==> config.mk <==
export PLATFORM = sky130hd
export DESIGN_NAME = spp_parallel_port
export DESIGN_NICKNAME = d
export VERILOG_FILES = /design/src/spp_pkg.sv /design/src/spp_alt_signals.sv /design/src/spp_parallel_port.sv
export SDC_FILE = /design/constraint.sdc
export NUM_CORES = 1
export LEC_CHECK = 0
export ABC_AREA = 1
export BUFFER_PORTS_ARGS = -buffer_cell sky130_fd_sc_hd__buf_2
export CAP_MARGIN = 20
export CORE_MARGIN = 8
export CORE_UTILIZATION = 45
export DETAILED_ROUTE_END_ITERATION = 12
export PLACE_DENSITY = 0.82
export SKIP_LAST_GASP = 1
export SYNTH_ARGS = -nofsm -noshare
export SYNTH_HDL_FRONTEND = slang
export SYNTH_SLANG_ARGS = --single-unit
==> constraint.sdc <==
create_clock -name clk_sys_i -period 1.6 [get_ports clk_sys_i]
set_input_delay 0.32 -clock clk_sys_i [delete_from_list [all_inputs] [get_ports clk_sys_i]]
set_output_delay 0.32 -clock clk_sys_i [all_outputs]
set_load 0.02 [all_outputs]
==> src/spp_pkg.sv <==
// Shared constants and helpers of the sixteen-pin parallel port
package spp_pkg;

  // Register offsets from the module base, byte addresses
  localparam logic [11:0] SPP_OFS_FUNC = 12'h004;
  localparam logic [11:0] SPP_OFS_DIR = 12'h244;
  localparam logic [11:0] SPP_OFS_VAL = 12'h248;

  // Register widths and reset values
  localparam int SPP_W = 16;
  localparam logic [15:0] SPP_RST_FUNC = 16'h0000;
  localparam logic [15:0] SPP_RST_DIR = 16'h0000;
  localparam logic [15:0] SPP_RST_VAL = 16'h0000;

  // Field positions of the pin groups
  localparam int SPP_ADDR_LSB = 8;
  localparam int SPP_ACTIVE_BIT = 7;
  localparam int SPP_DMA_REQ_LSB = 5;
  localparam int SPP_MODIFIER_LSB = 2;
  localparam int SPP_KIND_LSB = 0;

  // Low-byte select value that makes pins 7..0 port pins
  localparam logic [15:0] SPP_FUNC_LOW_GPIO = 16'h00ff;

  // Pins that act as port pins for a given function select
  function automatic logic [15:0] spp_gpio_mask(input logic [15:0] func);
    spp_gpio_mask = {~func[15:8], func[7:0]};
  endfunction : spp_gpio_mask

  // Byte-lane merge of a register write
  function automatic logic [15:0] spp_merge(input logic [15:0] old_v, input logic [15:0] new_v,
                                            input logic [1:0] be);
    spp_merge = {be[1] ? new_v[15:8] : old_v[15:8], be[0] ? new_v[7:0] : old_v[7:0]};
  endfunction : spp_merge

endpackage : spp_pkg

==> src/spp_alt_signals.sv <==
// Alternate bus and DMA signal generator for the multiplexed port pins
`timescale 1ns/1ps
`default_nettype none
module spp_alt_signals
  import spp_pkg::*;
(
  // Clock, reset, enable
  input wire logic clk_sys_i,
  input wire logic rst_n_i,
  input wire logic ce_i,
  // Bus cycle status
  input wire logic bus_start_i,
  input wire logic bus_end_i,
  input wire logic bus_next_i,
  input wire logic bus_granted_i,
  input wire logic [1:0] access_kind_i,
  input wire logic cpu_space_i,
  input wire logic iack_i,
  input wire logic [2:0] iack_level_i,
  input wire logic dma_ack_mode_i,
  input wire logic [1:0] dma_ack_i,
  input wire logic [2:0] modifier_i,
  input wire logic [7:0] addr_hi_i,
  input wire logic addr_drive_i,
  // Alternate pin values
  output logic [15:0] alt_out_o,
  output logic [15:0] alt_oe_o
);

  typedef enum logic [1:0] {SPP_IDLE = 2'b01, SPP_BUSY = 2'b10} spp_xfer_t;

  spp_xfer_t xfer_state;
  logic [2:0] modifier;

  // Transfer tracking; a queued cycle keeps the flag up across the boundary
  always_ff @(posedge clk_sys_i) begin
    if (!rst_n_i) begin
      xfer_state <= SPP_IDLE;
    end else if (ce_i) begin
      unique case (xfer_state)
        SPP_IDLE: begin
          if (bus_start_i) xfer_state <= SPP_BUSY;
        end
        SPP_BUSY: begin
          if (bus_end_i && !bus_next_i) xfer_state <= SPP_IDLE;
        end
        default: xfer_state <= SPP_IDLE;
      endcase
    end
  end

  // Modifier code: CPU space wins, then acknowledge level, then DMA acknowledge
  always_comb begin
    if (cpu_space_i) modifier = 3'h0;
    else if (iack_i) modifier = iack_level_i;
    else if (dma_ack_mode_i) modifier = {1'b0, dma_ack_i};
    else modifier = modifier_i;
  end

  // Pin values; the active flag pin is low while a transfer runs
  always_comb begin
    alt_out_o = 16'h0000;
    alt_oe_o = 16'h0000;
    alt_out_o[15:8] = addr_hi_i;
    alt_oe_o[15:8] = {8{addr_drive_i}};
    alt_out_o[SPP_ACTIVE_BIT] = (xfer_state != SPP_BUSY);
    alt_oe_o[SPP_ACTIVE_BIT] = bus_granted_i;
    alt_out_o[4:2] = modifier;
    alt_oe_o[4:2] = {3{bus_granted_i}};
    alt_out_o[1:0] = access_kind_i;
    alt_oe_o[1:0] = {2{bus_granted_i}};
  end
endmodule : spp_alt_signals
`default_nettype wire

==> src/spp_parallel_port.sv <==
// Sixteen-pin parallel port: function select, direction and value registers
//
// Summary of operation
// - Upper pins 15..8 are port pins when their select bit is 0 and address lines when 1.
// - Pins 15..10 can be port pins on their own while pins 9..8 stay address lines.
// - Writing 0x00ff to the select register makes pins 7..0 port pins.
// - Pin 7 in its alternate role shows an active transfer and holds across back-to-back cycles.
// - Modifier pins 4..2 are low for CPU-space cycles and carry the level during acknowledges.
// - Kind pins 1..0 are driven only while this device owns the bus and encode the access.
// - A direction bit of 0 makes its pin an input and 1 makes it an output.
// - Direction bits matter only on pins selected as port pins.
// - The value register never touches a pin used in its alternate role.
// - Reading the value register returns the live level of each input port pin.
// - Writing the value register stores input-pin bits without changing those pins.
// - An output port pin reads back its stored bit and is driven with it.
// - Writing an output port pin's bit moves the pin to the new level.
// - The value register takes writes whenever the clock enable is high, whatever the pin settings.
// - Outside bus masters reach these registers just as the processor does.
`timescale 1ns/1ps
`default_nettype none
module spp_parallel_port
  import spp_pkg::*;
(
  // Clock, reset, enable
  input wire logic clk_sys_i,
  input wire logic rst_n_i,
  input wire logic ce_i,
  // Register port, shared by every bus master
  input wire logic reg_sel_i,
  input wire logic [11:0] reg_addr_i,
  input wire logic reg_wr_i,
  input wire logic reg_rd_i,
  input wire logic [1:0] reg_be_i,
  input wire logic [15:0] reg_wdata_i,
  output logic [15:0] reg_rdata_o,
  output logic reg_ack_o,
  output logic reg_err_o,
  // Bus cycle status for the alternate pin roles
  input wire logic bus_start_i,
  input wire logic bus_end_i,
  input wire logic bus_next_i,
  input wire logic bus_granted_i,
  input wire logic [1:0] access_kind_i,
  input wire logic cpu_space_i,
  input wire logic iack_i,
  input wire logic [2:0] iack_level_i,
  input wire logic dma_ack_mode_i,
  input wire logic [1:0] dma_ack_i,
  input wire logic [2:0] modifier_i,
  input wire logic [7:0] addr_hi_i,
  input wire logic addr_drive_i,
  // Alternate inputs passed on to the system
  output logic [1:0] dma_request_in_o,
  output logic [7:0] addr_hi_o,
  // Multiplexed pins
  input wire logic [15:0] port_pin_i,
  output logic [15:0] port_pin_o,
  output logic [15:0] port_pin_oe_o
);

  logic [15:0] pin_function_select;
  logic [15:0] port_direction;
  logic [15:0] port_value;
  logic [15:0] gpio_mask;
  logic [15:0] alt_out;
  logic [15:0] alt_oe;
  logic [15:0] next_pin;
  logic [15:0] next_oe;
  logic [15:0] next_rdata;
  logic hit_func;
  logic hit_dir;
  logic hit_val;
  logic access;

  // Alternate bus signal source
  spp_alt_signals u_alt (
    .clk_sys_i(clk_sys_i),
    .rst_n_i(rst_n_i),
    .ce_i(ce_i),
    .bus_start_i(bus_start_i),
    .bus_end_i(bus_end_i),
    .bus_next_i(bus_next_i),
    .bus_granted_i(bus_granted_i),
    .access_kind_i(access_kind_i),
    .cpu_space_i(cpu_space_i),
    .iack_i(iack_i),
    .iack_level_i(iack_level_i),
    .dma_ack_mode_i(dma_ack_mode_i),
    .dma_ack_i(dma_ack_i),
    .modifier_i(modifier_i),
    .addr_hi_i(addr_hi_i),
    .addr_drive_i(addr_drive_i),
    .alt_out_o(alt_out),
    .alt_oe_o(alt_oe)
  );

  // Address decode; no master identity is checked, so outside masters reach it too
  assign access = reg_sel_i && (reg_wr_i || reg_rd_i);
  assign hit_func = (reg_addr_i == SPP_OFS_FUNC);
  assign hit_dir = (reg_addr_i == SPP_OFS_DIR);
  assign hit_val = (reg_addr_i == SPP_OFS_VAL);

  // Port-pin mask; each select bit acts alone, so 15..10 split from 9..8 freely
  assign gpio_mask = spp_gpio_mask(pin_function_select);

  // Function select register
  always_ff @(posedge clk_sys_i) begin
    if (!rst_n_i) begin
      pin_function_select <= SPP_RST_FUNC;
    end else if (ce_i && reg_sel_i && reg_wr_i && hit_func) begin
      pin_function_select <= spp_merge(pin_function_select, reg_wdata_i, reg_be_i);
    end
  end

  // Direction register
  always_ff @(posedge clk_sys_i) begin
    if (!rst_n_i) begin
      port_direction <= SPP_RST_DIR;
    end else if (ce_i && reg_sel_i && reg_wr_i && hit_dir) begin
      port_direction <= spp_merge(port_direction, reg_wdata_i, reg_be_i);
    end
  end

  // Value register; stored for every pin, whatever its role or direction
  always_ff @(posedge clk_sys_i) begin
    if (!rst_n_i) begin
      port_value <= SPP_RST_VAL;
    end else if (ce_i && reg_sel_i && reg_wr_i && hit_val) begin
      port_value <= spp_merge(port_value, reg_wdata_i, reg_be_i);
    end
  end

  // Read data: input port pins show the live level, all else the stored bits
  always_comb begin
    next_rdata = 16'h0000;
    if (hit_func) begin
      next_rdata = pin_function_select;
    end else if (hit_dir) begin
      next_rdata = port_direction;
    end else if (hit_val) begin
      next_rdata = (port_pin_i & gpio_mask & ~port_direction)
        | (port_value & ~(gpio_mask & ~port_direction));
    end
  end

  // Register answer, one cycle after the request; unmapped offsets flag an error
  always_ff @(posedge clk_sys_i) begin
    if (!rst_n_i) begin
      reg_rdata_o <= 16'h0000;
      reg_ack_o <= 1'b0;
      reg_err_o <= 1'b0;
    end else if (ce_i) begin
      reg_ack_o <= access && (hit_func || hit_dir || hit_val);
      reg_err_o <= access && !(hit_func || hit_dir || hit_val);
      reg_rdata_o <= (access && reg_rd_i) ? next_rdata : 16'h0000;
    end
  end

  // Pin mux: port pins follow direction and value, the rest their alternate role
  always_comb begin
    next_oe = (gpio_mask & port_direction) | (~gpio_mask & alt_oe);
    next_pin = (gpio_mask & port_direction & port_value)
      | (~gpio_mask & alt_out);
  end

  // Pins are registered so the outputs never glitch on a register write
  always_ff @(posedge clk_sys_i) begin
    if (!rst_n_i) begin
      port_pin_o <= 16'h0000;
      port_pin_oe_o <= 16'h0000;
    end else if (ce_i) begin
      port_pin_o <= next_pin;
      port_pin_oe_o <= next_oe;
    end
  end

  // DMA requests come in on pins 6..5 only while they are in their alternate role
  always_ff @(posedge clk_sys_i) begin
    if (!rst_n_i) begin
      dma_request_in_o <= 2'h0;
    end else if (ce_i) begin
      dma_request_in_o <= port_pin_i[6:5] & ~gpio_mask[6:5];
    end
  end

  // Upper address from an outside master, taken while this device does not drive
  always_ff @(posedge clk_sys_i) begin
    if (!rst_n_i) begin
      addr_hi_o <= 8'h00;
    end else if (ce_i) begin
      addr_hi_o <= addr_drive_i ? 8'h00 : (port_pin_i[15:8] & ~gpio_mask[15:8]);
    end
  end
endmodule : spp_parallel_port
`default_nettype wire

== Word level (Yosys, flattened, before mapping) ==
Cells that the tools add are included.

* Memory bits (read-only): 0
* Word-level logic and storage cells: 74
* Input port bits: 78
* Output and inout port bits: 60
* Memories kept: 0
* Bits in registers: 110
* Bits in writable memories: 0
* Latch bits: 0

* Bitwise operators: 19
* Div/mod/pow operators: 0
* Multipliers: 0
* Shift operators: 0
* Add/subtract/negate cells: 0
* Reduce and logical (&&, ||, !) cells: 22
* Muxes and demuxes: 11
* Magnitude comparators: 0
* Eq/ne operators: 8

{| class="wikitable"
|+ Operator list
! operator !! count
|-
| $and 16x16->16 || 8
|-
| $mux 16 || 4
|-
| $not 16->16 || 3
|-
| $or 16x16->16 || 3
|-
| $eq 12x10->1 const B || 2
|-
| $not 8->8 || 2
|-
| $eq 12x3->1 const B || 1
|-
| $reduce_and 2->1 || 6
|-
| $logic_and 1x1->1 || 10
|-
| $mux 3 || 3
|-
| $and 8x8->8 || 1
|-
| $mux 8 || 1
|-
| $mux 2 || 2
|-
| $ne 2x2->1 const B || 2
|-
| $pmux 2 s2 || 1
|-
| $logic_or 1x1->1 || 3
|-
| $reduce_and 3->1 || 1
|-
| $and 2x2->2 || 1
|-
| $eq 2x1->1 const B || 1
|-
| $eq 2x2->1 const B || 1
|-
| $logic_not 1->1 || 2
|-
| $ne 2x1->1 const B || 1
|-
| $not 2->2 || 1
|}

== Longest topological paths before layout ==
* Depth after elaboration: 9
* Depth in mapped cells: 11
* Depth with buffers taken out: 10

== Hierarchy ==
A second synthesis with hierarchy kept.

* Cell total of the unflattened synthesis: 801
* Area total of the unflattened synthesis: 5,560.3 µm²

{| class="wikitable"
|+ Modules (own cells, without submodules)
! module !! area an instance (µm²) !! cells each !! instances
|-
| spp_parallel_port || 5,149.9 || 737 || 1
|-
| spp_alt_signals || 410.4 || 64 || 1
|}

== Worst setup path after synthesis ==
OpenSTA, ideal clock, no wires.

* Kind: input-to-reg
* From: in reg_addr_i[5]
* To: reg reg_rdata_o[14]
* Path slack: 0.209 ns
* Stages: 9
* Required time: 1.468 ns
* Buffers on the path: 1
* Data arrival time: 1.259 ns
* Cells stage by stage: nor2_2 > nand2_2 > inv_1 > nand3_4 > clkbuf_1 > nand2_1 > nand3_1 > nand3_1 > a21oi_1

* Cells in the longest elaborated chain, start to end: 5
* Elaborated cells between the ends (all ways): 7

{| class="wikitable"
|+ RTL lines
! what !! line !! source
|-
| start: declaration || spp_parallel_port.sv:30 || <nowiki>input wire logic [11:0] reg_addr_i,</nowiki>
|-
| $eq 12x10->1 || spp_parallel_port.sv:101 || <nowiki>assign hit_val = (reg_addr_i == SPP_OFS_VAL);</nowiki>
|-
| $mux 16 || spp_parallel_port.sv:140 || <nowiki>end else if (hit_val) begin</nowiki>
|-
| $mux 16 || spp_parallel_port.sv:138 || <nowiki>end else if (hit_dir) begin</nowiki>
|-
| $mux 16 (*) || spp_parallel_port.sv:136 || <nowiki>if (hit_func) begin</nowiki>
|-
| $mux 16 (*) || spp_parallel_port.sv:155 || <nowiki>reg_rdata_o <= (access && reg_rd_i) ? next_rdata : 16'h0000;</nowiki>
|-
| end signal: assignment || spp_parallel_port.sv:155 ||
|-
| end: declaration || spp_parallel_port.sv:35 || <nowiki>output logic [15:0] reg_rdata_o,</nowiki>
|}

Mark *: on every way between the ends. The rest lies on a longest branch, timed or not.
A chain may end at the register's enable or synchronous reset.

== Final worst setup path ==
* From: in reg_addr_i[11]
* To: reg port_direction[7]

* Cells in the longest elaborated chain, start to end: 3

{| class="wikitable"
|+ RTL lines
! what !! line !! source
|-
| $eq 12x10->1 || spp_parallel_port.sv:100 || <nowiki>assign hit_dir = (reg_addr_i == SPP_OFS_DIR);</nowiki>
|-
| $logic_and 1x1->1 || spp_parallel_port.sv:119 || <nowiki>end else if (ce_i && reg_sel_i && reg_wr_i && hit_dir) begin</nowiki>
|-
| $reduce_and 2->1 (no source line) || - ||
|-
| end signal: assignment || spp_parallel_port.sv:120 || <nowiki>port_direction <= spp_merge(port_direction, reg_wdata_i, reg_be_i);</nowiki>
|-
| end: declaration || spp_parallel_port.sv:62 || <nowiki>logic [15:0] port_direction;</nowiki>
|}

Every way passes these cells.

==> results.sh <==
export IMPL_post_synth_cell_area_avg_um2=6.958
export IMPL_design_area_um2=6492
export IMPL_clock_tree_root_cell="clkbuf_16"
export IMPL_power_leakage_nw=3.100
export IMPL_floorplan_io_pins=138
export IMPL_critPathKind="in -> reg"
export IMPL_max_slew_margin_rel_pct=76.65
export IMPL_synth_adder_area_share_pct=0
export IMPL_clock_sinks=110
export IMPL_syn_instance_count=750
export IMPL_post_place_ws_ps=-114.7
export IMPL_final_worst_clock_skew_ps=5.594
export IMPL_path_cells="buf_2 -> nor2_2 -> nand3_1 -> nor3_4 -> nand3_1 -> nand2_1 -> a21oi_1"
export IMPL_synth_mux_area_fraction_pct=0.4316
export IMPL_grt_max_degree=67
export IMPL_synth_compound_gate_area_share_pct=17.77
export IMPL_worstPathArrival_ps=1600
export IMPL_tritoncts="built"
export IMPL_post_synth_main_area_contributors="dfxtp_1 (42%), a21oi_1 (9.4%), nand2_1 (9.2%)"
export IMPL_totalPowerFinal_w=0.005799
export IMPL_routed_wl_um=16350
export IMPL_p_comb_share_pct=10.2
export IMPL_globalRoute_totalOverflow=0
export IMPL_post_route_worst_setup_slack_ps=227.3
export IMPL_vertical_extent_of_the_die_um=123.7
export IMPL_critical_path_buf_inv_count=1
export IMPL_antenna_found_initial=1
export IMPL_fmaxAchievable_mhz=728.5
export IMPL_timing_max_cap_violations=0
export IMPL_finish_cell_count_without_fillers=1029
export IMPL_synth_largest_area_cell="dfxtp_1"
export IMPL_gp_routability_congestion=0.8634
export IMPL_post_cts_resized_instances=0
export IMPL_path_clk_slew_ps=70
export IMPL_sequentialPowerShare_pct=48.7
export IMPL_route_antenna_remaining_nets=0
export IMPL_layout_drive_gt1_share_pct=22.03
export IMPL_period_share_pct=85.79
export IMPL_drt_first_pass_iters=5
export IMPL_timing_critical_path_slowest_stage_cell="nor3_4"
export IMPL_power_density_nw_per_um2=893.2
export IMPL_critPathCaptureType="flop"
export IMPL_cell_row_count=39
export IMPL_yosysUniqueCellTypes=29
export IMPL_mappedNetlistArea_um2=5219
export IMPL_clkPwrFrac_pct=41.1
export IMPL_hold_path_class="in -> reg"
export IMPL_syn_to_final_growth_pct=24.41
export IMPL_route_detailed_drc=0
export IMPL_bufs_on_longest_clock_path=2
export IMPL_outcome="finished, final reports clean"
export IMPL_wire_per_inst_um=15.88
export IMPL_timing_critical_path_required_ps=1830
export IMPL_core_region_area_um2=11370
export IMPL_detailed_place_area_um2=6178
export IMPL_critical_path_top_delay_family="simple AND/OR/NAND/NOR gates"
export IMPL_power_switching_share_pct=23.84
export IMPL_cts_hold_fix_buffers=0
export IMPL_cts_inserted_buffers=9
export IMPL_post_synth_top_area_fraction_pct=42.20
export IMPL_critical_path_max_stage_delay_ps=330
export IMPL_num_vias=5559
export IMPL_hold_viol_final=0
export IMPL_dpl_cell_count=1014
export IMPL_unrepaired_setup_endpoints_after_global_routing="false"
export IMPL_place_hpwl_um=11650
export IMPL_die_width_um=123.7
export IMPL_nFillCells=1092
export IMPL_global_route_usage_total_pct=21.17
export IMPL_floorplan_die_area_um2=15300
export IMPL_timing_worst_slew_pin_value_ps=347.6
export IMPL_cts_setup_buffers=0
export IMPL_via_count_of_the_first_global_routing_pass=5145
export IMPL_clock_tree_htree_level_count=3
export IMPL_worstSetupStartpointType="input pin"
export IMPL_ir_drop_mv=0.4667
export IMPL_initial_utilization_pct=45.90
export IMPL_synth_xor_xnor_area_share_pct=0
export IMPL_number_of_port_buffers=137
export IMPL_synth_simple_area_share_pct=30.06
export IMPL_timing_final_setup_violations=0
export IMPL_clock_latency_of_the_later_clocked_register_in_the_worst_skew_pair_ps=350
export IMPL_finish_utilization_pct=57.10
export IMPL_timing_critical_path_mode_cell="nand3_1"
export IMPL_violation_count_after_the_first_detailed_route_iteration=566
export IMPL_switchingPower_w=0.001383
export IMPL_largest_family_of_logic_cells_by_synthesized_area="simple AND/OR/NAND/NOR gates"
export IMPL_num_nets_final=960
export IMPL_final_max_slew_viol_count=0
export IMPL_ys_seq_elements=110
export IMPL_timing_critical_path_fanout_max=8
export IMPL_cellInternalPower_w=0.004417
export IMPL_grt_pass1_wl_um=25650
export IMPL_synth_warning_count=0
export IMPL_syn_num_nets=828
export IMPL_synth_seq_area_share_pct=42.20
export IMPL_period_needed_ps=1373
export IMPL_viasPerCell=5.402
Yosys cell counts:
cell type and count:
nand2_2 1, nand3_1 86, nor2_8 1, inv_1 79
nand4_1 20, nand3_2 4, buf_6 3, buf_1 3
o221ai_1 1, a21oi_1 98, nand2_4 3, or2_1 1
clkinv_1 1, o21ai_0 67, mux2_2 2, clkbuf_1 20
nor3_4 1, nor2_4 3, dfxtp_1 110, nand3_4 2
nor2_2 3, buf_2 11, o211ai_1 9, inv_2 2
nor2_1 82, nor3_1 3, buf_4 2, nand2_1 128
a31oi_1 4
worst min-delay path: stages:
cell    delay (ps)
buf_2          100
nor2_1          50
nor2_1          80
power groups by stage:
stage | registers, W | logic [W] | clock network [W]
global placement | 0.00288 | 0.000580 | 0
finish | 0.00282 | 0.000591 | 0.00239
CTS | 0.00282 | 0.000590 | 0.00241
global route | 0.00283 | 0.000648 | 0.00252
detailed placement | 0.00289 | 0.000587 | 0
floorplan | 0.00296 | 0.000243 | 0
sequential cells by signal, summed over array words and instances, names as in the netlist:
name	count
addr_hi_o	8
dma_request_in_o	2
pin_function_select	16
port_direction	16
port_pin_o	16
port_pin_oe_o	16
port_value	16
reg_ack_o	1
reg_err_o	1
reg_rdata_o	16
u_alt.xfer_state	2
worst paths after layout:
check	startpoint	end	slack, ps	depth (start not counted)
worst max-delay path	reg_addr_i[11]	port_direction[7]$_SDFFE_PN0P_	230	7
worst min-delay path	reg_wdata_i[7]	port_value[7]$_SDFFE_PN0P_	230	3
worst max register to register	port_direction[3]$_SDFFE_PN0P_	reg_rdata_o[3]$_SDFFE_PN0P_	370	8
worst min register to register	reg_rdata_o[15]$_SDFFE_PN0P_	reg_rdata_o[15]$_SDFFE_PN0P_	460	2
per-layer routing:
metal	routed length, um	track usage [%]	share of wire, %	vias up
met5	0	0	0	-
met4	463	10.31	2.8	0
met3	1611	4.442	9.9	33
met2	7312	31.97	45	281
met1	6957	28.23	43	2486
li1	-	-	-	2759
through the flow:
step                setup TNS, ps  hold slack [ps]
detailed placement          -1689            452.5
global placement            -1333            447.8
global route                    0            238.4
finish                          0            235.0
floorplan                       0            439.2
CTS                             0            226.7
layout by cell type (no fill, tap or decap), drive strengths merged:
cell / instances
bufinv: 2
o211ai: 9
nor2: 89
o221ai: 1
dfxtp: 110
a31oi: 4
o21ai: 67
nand2: 132
a21oi: 98
clkbuf: 11
inv: 82
nand4: 20
mux2: 2
diode: 1
buf: 160
clkinv: 1
nand3: 92
nor3: 4
or2: 1
kinds of logic after synthesis:
family,after synthesis
DFF,110
buffers and inverters,121
AOI/OAI and AO/OA,179
muxes,2
and+or+nand+nor,338
final cells by class:
class	count	area [um2]	share of cell area, %
diodes	1	2.502	0.03854
clock buffers	11	242.7	3.739
clock inverters	3	68.82	1.060
inverters	82	307.8	4.741
multi-input cells	519	2519	38.79
flip-flops and latches	110	2202	33.92
well taps	143	178.9	2.756
repair buffers	160	970.9	14.95
Note: power is estimated with default switching activity, not from simulation.
